<file path="config.mk">
export PLATFORM = sky130hd
export DESIGN_NAME = gpbm_master
export DESIGN_NICKNAME = d
export VERILOG_FILES = /design/src/core/gpbm_pkg.sv /design/src/core/gpbm_master.sv
export VERILOG_INCLUDE_DIRS = /design/src /design/src/core
export SDC_FILE = /design/constraint.sdc
export NUM_CORES = 1
export LEC_CHECK = 0
export BUFFER_PORTS_ARGS = -buffer_cell sky130_fd_sc_hd__buf_4
export CAP_MARGIN = 15
export CORE_ASPECT_RATIO = 1.75
export CORE_MARGIN = 5
export CORE_UTILIZATION = 46
export CTS_CLUSTER_DIAMETER = 120
export CTS_CLUSTER_SIZE = 12
export DETAILED_ROUTE_END_ITERATION = 12
export PLACE_DENSITY = 0.79
export SETUP_SLACK_MARGIN = 0.02
export SYNTH_ARGS = -nofsm -noshare
export SYNTH_HDL_FRONTEND = slang
export SYNTH_SLANG_ARGS = --single-unit
export TNS_END_PERCENT = 30
</file>
<file path="constraint.sdc">
create_clock -name mclk -period 2.3 [get_ports mclk]
set_input_delay 0.23 -clock mclk [delete_from_list [all_inputs] [get_ports mclk]]
set_output_delay 0.23 -clock mclk [all_outputs]
set_load 0.005 [all_outputs]
</file>
<file path="src/core/gpbm_params.svh">
// Constants for the general-purpose parallel bus master.
// Assumes inclusion by core/gpbm_pkg.sv and the bus master module only.
`ifndef GPBM_PARAMS_SVH
`define GPBM_PARAMS_SVH

// Host address bits that form the peripheral address
`define GPBM_HADDR_HI      7
`define GPBM_HADDR_LO      2
// Both low halfword lanes, and no others, must be enabled (active-high enables here)
`define GPBM_BE_VALID      4'h3
// Reset value of the address and data lines; later idle periods keep the last access's values
`define GPBM_IDLE_ADDR     6'h00
`define GPBM_IDLE_DATA     16'h0000
// Strobe lasts at least this many cycles before ready is looked at
`define GPBM_STROBE_MIN    2'h1

`endif

</file>
<file path="src/core/gpbm_pkg.sv">
// Types for the general-purpose parallel bus master.
// Assumes the params header sits in the same folder.
`include "gpbm_params.svh"

package gpbm_pkg;

    typedef enum logic [2:0] {
        GPBM_IDLE,
        GPBM_SETUP,
        GPBM_STROBE,
        GPBM_HOLD,
        GPBM_DONE
    } gpbm_state_e;

    // One host request
    typedef struct packed {
        logic        write;
        logic [31:0] addr;
        logic [3:0]  byte_en;
        logic [31:0] wdata;
    } gpbm_req_s;

    // Answer back to the host
    typedef struct packed {
        logic        done;
        logic        error;
        logic [31:0] rdata;
    } gpbm_rsp_s;

endpackage

</file>
<file path="src/core/gpbm_master.sv">
// Sequencer that turns single host reads and writes into select/strobe
// accesses on a 16-bit data, 6-bit address parallel bus.
// Assumes a host that holds req stable while req_valid is high and busy is low,
// and a peripheral that drives periph_data only while the read strobe is low.
//
// Behaviour
// - Idle: select and strobes high, address and data driven stable.
// - Write start: select low, drive write word and translated address.
// - After select and data settle, drive write strobe low.
// - Write data unchanged across both edges of the write strobe.
// - Sample ready before releasing write strobe; low level means ready.
// - Every access ends with select high after the strobe is released.
// - Read start: select low, data drivers off, address driven.
// - After select and data release, drive read strobe low.
// - Ready sampled asserted: raise read strobe and capture the data.
// - Ready not asserted: keep read strobe low until ready seen.
// - After a read, drive address and data lines again.
// - Peripheral address is host address bits seven down to two.
// - Only the low halfword byte-enable pattern is valid.
// - Peripheral reset output follows the global reset input.
`timescale 1ns/1ps

`include "gpbm_params.svh"

module gpbm_master
    import gpbm_pkg::*;
(
    input  wire logic      mclk,
    input  wire logic      arst_n,
    input  wire logic      global_reset_n,
    input  wire logic      req_valid,
    input  wire gpbm_req_s req,
    output gpbm_rsp_s      rsp_q,
    output logic           busy_q,
    output logic           periph_select_n_q,
    output logic           periph_write_strobe_n_q,
    output logic           periph_read_strobe_n_q,
    output logic [5:0]     periph_addr_q,
    output logic [15:0]    periph_data_out_q,
    output logic           periph_data_oe_n_q,
    input  wire logic [15:0] periph_data_in,
    input  wire logic      periph_ready,
    output logic           periph_reset_n_q
);

    // ==========================================================
    // Input synchronisers
    // ==========================================================
    logic        rdy_meta_q;
    logic        rdy_sync_q;
    logic        global_reset_n_meta_q;
    logic        global_reset_n_sync_q;
    logic [15:0] din_meta_q;
    logic [15:0] din_sync_q;

    always_ff @(posedge mclk or negedge arst_n) begin
        if (!arst_n) begin
            rdy_meta_q  <= 1'b1;
            rdy_sync_q  <= 1'b1;
            global_reset_n_meta_q <= 1'b0;
            global_reset_n_sync_q <= 1'b0;
            din_meta_q  <= `GPBM_IDLE_DATA;
            din_sync_q  <= `GPBM_IDLE_DATA;
        end else begin
            rdy_meta_q  <= periph_ready;
            rdy_sync_q  <= rdy_meta_q;
            global_reset_n_meta_q <= global_reset_n;
            global_reset_n_sync_q <= global_reset_n_meta_q;
            din_meta_q  <= periph_data_in;
            din_sync_q  <= din_meta_q;
        end
    end

    // Ready is active low on the pin
    logic ready_seen;
    assign ready_seen = !rdy_sync_q;

    // ==========================================================
    // Peripheral reset
    // ==========================================================
    // Asserted by either reset; release waits for the synchronised input
    always_ff @(posedge mclk or negedge arst_n) begin
        if (!arst_n) begin
            periph_reset_n_q <= 1'b0;
        end else begin
            periph_reset_n_q <= global_reset_n_sync_q;
        end
    end

    // ==========================================================
    // Access sequencer
    // ==========================================================
    gpbm_state_e state_q;
    logic        is_write_q;
    logic [1:0]  strobe_cnt_q;

    function automatic logic be_ok(input logic [3:0] be);
        return be == `GPBM_BE_VALID;
    endfunction

    logic take;
    assign take = (state_q == GPBM_IDLE) && req_valid && global_reset_n_sync_q;

    always_ff @(posedge mclk or negedge arst_n) begin
        if (!arst_n) begin
            state_q      <= GPBM_IDLE;
            is_write_q   <= 1'b0;
            strobe_cnt_q <= 2'h0;
        end else begin
            unique case (state_q)
                GPBM_IDLE: begin
                    if (take && be_ok(req.byte_en)) begin
                        state_q    <= GPBM_SETUP;
                        is_write_q <= req.write;
                    end
                end
                GPBM_SETUP: begin
                    state_q      <= GPBM_STROBE;
                    strobe_cnt_q <= 2'h0;
                end
                GPBM_STROBE: begin
                    if (strobe_cnt_q < `GPBM_STROBE_MIN) begin
                        strobe_cnt_q <= strobe_cnt_q + 2'h1;
                    end else if (ready_seen) begin
                        state_q <= GPBM_HOLD;
                    end
                end
                GPBM_HOLD: state_q <= GPBM_DONE;
                GPBM_DONE: state_q <= GPBM_IDLE;
                default:   state_q <= GPBM_IDLE;
            endcase
        end
    end

    // ==========================================================
    // Bus pins
    // ==========================================================
    always_ff @(posedge mclk or negedge arst_n) begin
        if (!arst_n) begin
            periph_select_n_q       <= 1'b1;
            periph_write_strobe_n_q <= 1'b1;
            periph_read_strobe_n_q  <= 1'b1;
            periph_addr_q           <= `GPBM_IDLE_ADDR;
            periph_data_out_q       <= `GPBM_IDLE_DATA;
            periph_data_oe_n_q      <= 1'b0;
        end else begin
            if (take && be_ok(req.byte_en)) begin
                periph_select_n_q  <= 1'b0;
                periph_addr_q      <= req.addr[`GPBM_HADDR_HI:`GPBM_HADDR_LO];
                periph_data_out_q  <= req.wdata[15:0];
                periph_data_oe_n_q <= !req.write;
            end
            if (state_q == GPBM_SETUP) begin
                periph_write_strobe_n_q <= !is_write_q;
                periph_read_strobe_n_q  <= is_write_q;
            end
            if (state_q == GPBM_STROBE && strobe_cnt_q >= `GPBM_STROBE_MIN && ready_seen) begin
                periph_write_strobe_n_q <= 1'b1;
                periph_read_strobe_n_q  <= 1'b1;
            end
            if (state_q == GPBM_HOLD) begin
                periph_select_n_q  <= 1'b1;
                periph_data_oe_n_q <= 1'b0;
            end
        end
    end

    // ==========================================================
    // Host answer
    // ==========================================================
    // Read data is the synchronised copy and trails the pins by two edges, so it is
    // taken in the done state: that is the word that stood as the strobe was raised.
    // Taking it a cycle earlier would catch a nominal peripheral before its data is valid.
    always_ff @(posedge mclk or negedge arst_n) begin
        if (!arst_n) begin
            rsp_q  <= '0;
            busy_q <= 1'b0;
        end else begin
            rsp_q.done  <= 1'b0;
            rsp_q.error <= 1'b0;
            if (take && !be_ok(req.byte_en)) begin
                rsp_q.done  <= 1'b1;
                rsp_q.error <= 1'b1;
            end
            if (state_q == GPBM_DONE) begin
                rsp_q.done <= 1'b1;
                if (!is_write_q) begin
                    rsp_q.rdata <= {16'h0000, din_sync_q};
                end
            end
            busy_q <= (take && be_ok(req.byte_en)) ||
                      (state_q != GPBM_IDLE && state_q != GPBM_DONE);
        end
    end
endmodule

</file>
==> summary.txt, run 1 <==
Run status
  – Status: finished clean

Global routing
  – Grt total ovfl: 0
  – Initial antenna violation count: 0
  – Global-route wire length before repair: 9480 um
  – Largest net degree at the start of global routing: 57
  – Vias in the first global route: 1973
  – GRT Overall Usage: 14.29%

Clock tree
  – CTS max path bufs: 2
  – Clk pin slew, worst setup/hold paths: 0.06 ns
  – Cts bufs inserted: 9
  – TritonCTS Sinks: 88
  – CTS root buffer: clkbuf_16
  – H-tree Lvls: 3
  – CTS tree: built
  – Worst-skew pair later-pin latency: 0.33 ns
  – Post-CTS Hold Fix Bufs: 16
  – Post-CTS Setup Repair Bufs: 0
  – Post_cts resized: 0

Hold path
  – Hold Path Class: in2reg
  – Worst Hold End: din_meta_q[1]
  – Worst hold path stage count: 1
  – Hold wc startpoint: periph_data_in[1]

Finish
  – Final #Nets: 398
  – Fin area: 4431 sq um
  – FF/Latch Area: 2208 sq um
  – Ratio of cells with drive above 1 in the final layout: 52.41%
  – Non-Filler Instances: 395
  – P&R area growth vs syn: 36.61%
  – Multi-input logic area: 868.3 sq um
  – Diode count: 0
  – Fillers: 498

Pwr
  – LEAKAGE: 0.002200 uW
  – VDD IR max: 0.5506 mV
  – PD cells: 1105 nW/um^2

Place
  – Port buffer count: 93
  – RePlAce Congestion: 0.7338
  – Final HPWL DP: 4215 um
  – Placed Instance Area: 3935 sq um
  – Dpl cells: 361

Worst setup path
  – Crit path DAT: 2.00 ns
  – R2R setup slack: 0.51 ns
  – CP max FO: 16
  – CP Cell Sequence: or3b_4 -> nor2_8 -> mux2_2
  – Worst r2r dst: rsp_q[11]
  – WP buf/inv: 0
  – Critical path class: reg2reg
  – CP max stage delay: 0.49 ns
  – FF-to-FF path depth: 3
  – Critical path's slowest cell: dfrtp_1
  – CP top delay family: simple AND/OR/NAND/NOR gates
  – CP Capture Type: flop
  – Worst path required time: 2.51 ns
  – Reg-to-Reg Start: state_q[0]
  – Critical Path Source Type: flop

STA
  – Skew final: 0.004493 ns
  – Period minus WS final: 1.791 ns
  – Final Setup Violations: 0
  – Max Freq: 558.4 MHz
  – RSZ-0062 raised after global routing: no
  – Final hold violation count: 0
  – Setup TNS: 0 ns
  – Slew Limit Fails: 0
  – Fin crit share: 77.86%

Route
  – Via-per-instance ratio: 4.608
  – Total Wirelength: 6046 um
  – Drc violations: 0
  – WL/cell: 15.31 um
  – Iter 0 DRT Violations: 135
  – 1st-pass router iterations: 3
  – Detail Route Antenna Nets: 0
  – Routed via count: 1820

Die
  – Site row count: 40
  – Die Area: 8895 sq um
  – IO Pins: 152
  – Die W: 73.47 um
  – Die Y: 121.1 um
  – CORE AREA: 6857 sq um
  – Effective utilization at floorplan: 47.30%

Synthesis
  – Synth area leader: dfrtp_1
  – Synth warn: 0
  – Ranking of synthesized cells by area: dfrtp_1, mux2_4, mux2_2
  – Synth Instances: 189
  – Average size of a mapped cell: 17.16 sq um
  – Top FF cell, synth: dfrtp_1
  – Post-synth EDFFs: 0
  – Yosys top cell area share: 64.04%
  – Seq/Total Area, Yosys: 68.09%
  – Flops & latches, synth: 88
  – Asr flop ratio synth: 100.0%
  – Synth cell types: 33
  – Post-Syn Area: 3243 sq um

Job
  – Max Cap Viol: 0
worst max-delay path by stage:
stage	start	end	slack, ns	cells past startpoint
5_1_grt	state_q[0]	rsp_q[11]	0.43	3
3_5_place_dp	state_q[0]	rsp_q[11]	0.50	3
6_report	state_q[0]	rsp_q[11]	0.51	3
3_3_place_gp	state_q[0]	rsp_q[14]	0.52	3
4_1_cts	state_q[0]	rsp_q[12]	0.50	3
2_1_floorplan	state_q[0]	periph_addr_q[0]	0.65	6
per-layer routing:
layer	wire (um)	up-vias	global-route usage, %
met2	3034	76	21.89
met4	185	0	8.163
met3	434	11	4.643
met1	2391	895	17.37
li1	-	838	-
met5	0	-	0
synthesized netlist by cell type (2+ instances only):
master,count
buf_4,16
ha_1,2
mux2_2,13
mux2_4,27
o21bai_1,2
buf_6,2
nor2b_1,2
dfrtp_1,83
dfstp_2,5
buf_12,3
inv_1,4
o21ai_0,5
nor2_1,5
placed cells by master, fill, tap and decap left out, drive strengths merged, types with 2 or more instances in the layout:
master | Yosys | routed
dfstp | 5 | 5
nor4b | 2 | 2
conb | 1 | 16
inv | 4 | 6
dfrtp | 83 | 83
o21ai | 5 | 5
or3b | 2 | 2
mux2 | 40 | 40
o21bai | 2 | 2
nor2b | 2 | 2
nor2 | 6 | 6
ha | 2 | 2
clkbuf | 0 | 11
dlygate4sd3 | 0 | 18
buf | 22 | 95
clkinvlp | 0 | 2
per-stage QoR:
step | worst slack (ns) | power, uW | hold WS (ns) | utilization (%)
2_1_floorplan | 0.6520 | 2778 | -0.06559 | -
3_3_place_gp | 0.5154 | 3371 | 0.2014 | 57.39
3_5_place_dp | 0.4968 | 3433 | 0.2095 | 57.39
4_1_cts | 0.4951 | 4972 | 0.0004491 | 64.32
5_1_grt | 0.4300 | 5182 | 0.0007039 | 64.62
6_report | 0.5093 | 4895 | 0.01860 | 64.62
cell families after synthesis:
group | Yosys count | synth area share, %
and+or+nand+nor | 19 | 4.514
other | 1 | 0.1156
muxes | 40 | 17.01
buffers and inverters | 26 | 6.867
adders and majority gates | 2 | 0.7715
DFF | 88 | 68.09
xor gates and xnor gates | 1 | 0.2701
AOI/OAI and AO/OA | 12 | 2.353
final cells by class:
class                      count  share of cell area (%)
timing repair buffer         113                   20.73
tap                           84                   2.372
clock buffer                  11                   5.705
multi-input combinational     90                   19.60
inverter                       4                  0.3389
clock inverter                 5                   1.412
sequential                    88                   49.84
worst register-to-register path, stage by stage (launching register included):
cell and delay [ns]:
dfrtp_1 0.49, or3b_4 0.48, nor2_8 0.32, mux2_2 0.39
power by group:
group          leakage, uW  internal, uW  switching, uW
registers          0.00109          1930            237
logic             0.000962           832            410
clock network     0.000149           908            573
state kept, by name, summed over array words and instances (netlist names):
signal	cells
is_write_q	1
periph_data_out_q	16
periph_read_strobe_n_q	1
periph_data_oe_n_q	1
din_meta_q	16
global_reset_n_meta_q	1
rdy_meta_q	1
busy_q	1
periph_reset_n_q	1
din_sync_q	16
strobe_cnt_q	2
periph_addr_q	6
rsp_q	18
periph_select_n_q	1
state_q	3
global_reset_n_sync_q	1
periph_write_strobe_n_q	1
rdy_sync_q	1
Power figures use the tool's default switching activity.
==> run 2, diff against run 1 <==
- clock period: 2.3 -> 1.7 ns (I/O delays scaled with it)
==> run 2 against run 1 <==
Compared with the run above:
- via count increased by 2.3%
- sequential power is 35% higher
- clock skew increased by 0.0022 ns
==> summary.txt, run 2 (synthesis gave the netlist of run 1 again) <==
Global routing
  – GRT Overall Usage: 15.36% (+1.1 points)
  – Grt total ovfl: 0 (unchanged)
  – Vias in the first global route: 2042 (+3.5%)
  – Grt peak-use layer: met2
  – Routing usage on met2: 24.44% (+2.6 points)
  – Largest net degree at the start of global routing: 44 (-23%)
  – Global-route wire length before repair: 10140 um (+7.0%)
  – Met3 Usage GRT: 4.561% (-0.083 points)
  – Initial antenna violation count: 0 (unchanged)
  – Met1 Use GR: 18.06% (+0.69 points)

STA
  – Fin crit share: 97.10% (+19 points)
  – Setup TNS: 0 ns (unchanged)
  – Final Setup Violations: 0 (unchanged)
  – RSZ-0062 raised after global routing: yes
  – Worst hold slack: 0.06506 ns (+0.04646 ns)
  – Final hold violation count: 0 (unchanged)
  – Skew final: 0.006688 ns (+0.002195 ns)
  – Slew Limit Fails: 0 (unchanged)
  – Max Freq: 605.8 MHz (+8.5%)
  – Period minus WS final: 1.651 ns (-0.1400 ns)
  – Setup WS post-layout: 0.04930 ns (-0.4600 ns)

Worst setup path
  – Crit path from: state_q[0]
  – Reg-to-Reg Start: state_q[0]
  – Worst r2r dst: periph_data_out_q[7]
  – Worst path required time: 1.92 ns (-0.59 ns)
  – CP max FO: 7 (-9)
  – Crit path DAT: 1.87 ns (-0.13 ns)
  – Critical path class: reg2reg
  – Worst Setup EP: periph_data_out_q[7]
  – Critical Path Source Type: flop
  – CP Capture Type: flop
  – FF-to-FF path depth: 4 (+1)
  – R2R setup slack: 0.05 ns (-0.46 ns)

Job
  – Max Cap Viol: 0 (unchanged)

Clock tree
  – H-tree Lvls: 3 (unchanged)
  – TritonCTS Sinks: 88 (unchanged)
  – CTS tree: built
  – Worst-skew pair later-pin latency: 0.33 ns (about the same)
  – Cts bufs inserted: 9 (unchanged)
  – Clk pin slew, worst setup/hold paths: 0.06 ns (about the same)
  – CTS root buffer: clkbuf_16
  – CTS max path bufs: 2 (unchanged)

Finish
  – FF/Latch Area: 2208 sq um (unchanged)
  – Final #Nets: 407 (+2.3%)
  – Largest register FFs: 18 (unchanged)
  – Ratio of cells with drive above 1 in the final layout: 53.61% (+1.2 points)
  – Biggest register: rsp_q
  – Diode count: 0 (unchanged)
  – Commonest cells after routing, fill and taps aside: buf_4, dfrtp_1, mux2_4, dlygate4sd3_1, conb_1
  – Commonest non-fill, non-tap cell in the layout: buf_4
  – Fillers: 470 (-5.6%)
  – P&R area growth vs syn: 40.47%
  – Multi-input logic area: 882.1 sq um (+1.6%)

Pwr
  – Sw frac: 24.90% (-0.031 points)
  – P_int: 5013 uW (+36%)
  – LEAKAGE: 0.002258 uW (+2.7%)
  – Total power: 6675 uW (+36%)
  – Combinational Power Share: 26.7% (+1.3 points)
  – Clock power frac: 29.5% (-0.8 points)
  – Switching pwr: 1662 uW (+36%)
  – Seq pwr share: 43.7% (-0.7 points)
  – VDD IR max: 0.6809 mV (+24%)
  – PD cells: 1465 nW/um^2 (+33%)

Route
  – Routed via count: 1861 (+2.3%)
  – 1st-pass router iterations: 4 (+1)
  – Iter 0 DRT Violations: 111 (-18%)
  – Total Wirelength: 6397 um (+5.8%)
  – Detail Route Antenna Nets: 0 (unchanged)
  – Drc violations: 0 (unchanged)
  – Via-per-instance ratio: 4.618 (+0.22%)
  – WL/cell: 15.87 um (+3.7%)

Die
  – Site row count: 40 (unchanged)
  – CORE AREA: 6857 sq um (unchanged)
  – IO Pins: 152 (unchanged)
  – Die W: 73.47 um (unchanged)
  – Die Area: 8895 sq um (unchanged)
  – Die Y: 121.1 um (unchanged)
  – Effective utilization at floorplan: 47.30% (unchanged)

Place
  – RePlAce Congestion: 0.7616 (+3.8%)
  – Pre-CTS setup slack: -0.01944 ns (-0.5162 ns)
  – Port buffer count: 93 (unchanged)
  – Final HPWL DP: 4262 um (+1.1%)

Hold path
  – Hold Path Class: in2reg
  – Worst hold path stage count: 2 (+1)

Run status
  – Status: finished clean
==> run 2: how the worst min path moves through the flow <==
stage	from	endpoint
finish	req[9]	periph_data_out_q[9]
CTS	req[12]	periph_data_out_q[12]
detailed placement	arst_n	strobe_cnt_q[1]
floorplan	arst_n	busy_q
global route	req[8]	periph_data_out_q[8]
global placement	arst_n	strobe_cnt_q[0]
==> run 2: critical path, cell delays in order (launching register included) <==
cell       delay, ns
dfrtp_1         0.42
nor4b_4         0.33
and3_4          0.30
clkbuf_16       0.18
mux2_4          0.30
==> run 2: stage by stage <==
step                      cell area [sq um]  utilization (%)  instances
after floorplan                        3299                -        204
after global placement                 3985            58.12        366
after detailed placement               3985            58.12        366
after CTS                              4523            65.97        401
after global routing                   4556            66.44        403
final                                  4556            66.44        403
==> run 2: final cells by class <==
class / instances / area share (%)
flip-flops and latches: 88 / 48.48
clock buffers: 11 / 5.548
well taps: 84 / 2.307
inverters: 4 / 0.3296
repair buffers: 122 / 22.80
multi-input cells: 90 / 19.36
clock inverters: 4 / 1.181
==> run 2: power by group through the flow <==
stage | registers (uW) | logic [uW] | clock network (uW)
after floorplan | 2920 | 838 | 0
after global placement | 2910 | 1700 | 0
after detailed placement | 2950 | 1750 | 0
after CTS | 2930 | 1810 | 2030
after global routing | 2980 | 1940 | 2110
final | 2920 | 1780 | 1970
==> run 2: routing by layer <==
layer  up-vias  routed length, um
met5         -                  0
met4         0                196
met3        13                471
met2        82               3241
met1       911               2488
li1        855                  -
==> run 2: timing repair <==
action                                  in CTS  in global routing
gates resized for setup                      4                  0
cloned                                       1                  1
endpoints found under the setup margin      21                 16
buffers inserted                             0                  1
pin swaps                                    2                  2
hold buffers                                19                  0
hold endpoints to repair                    41                  0
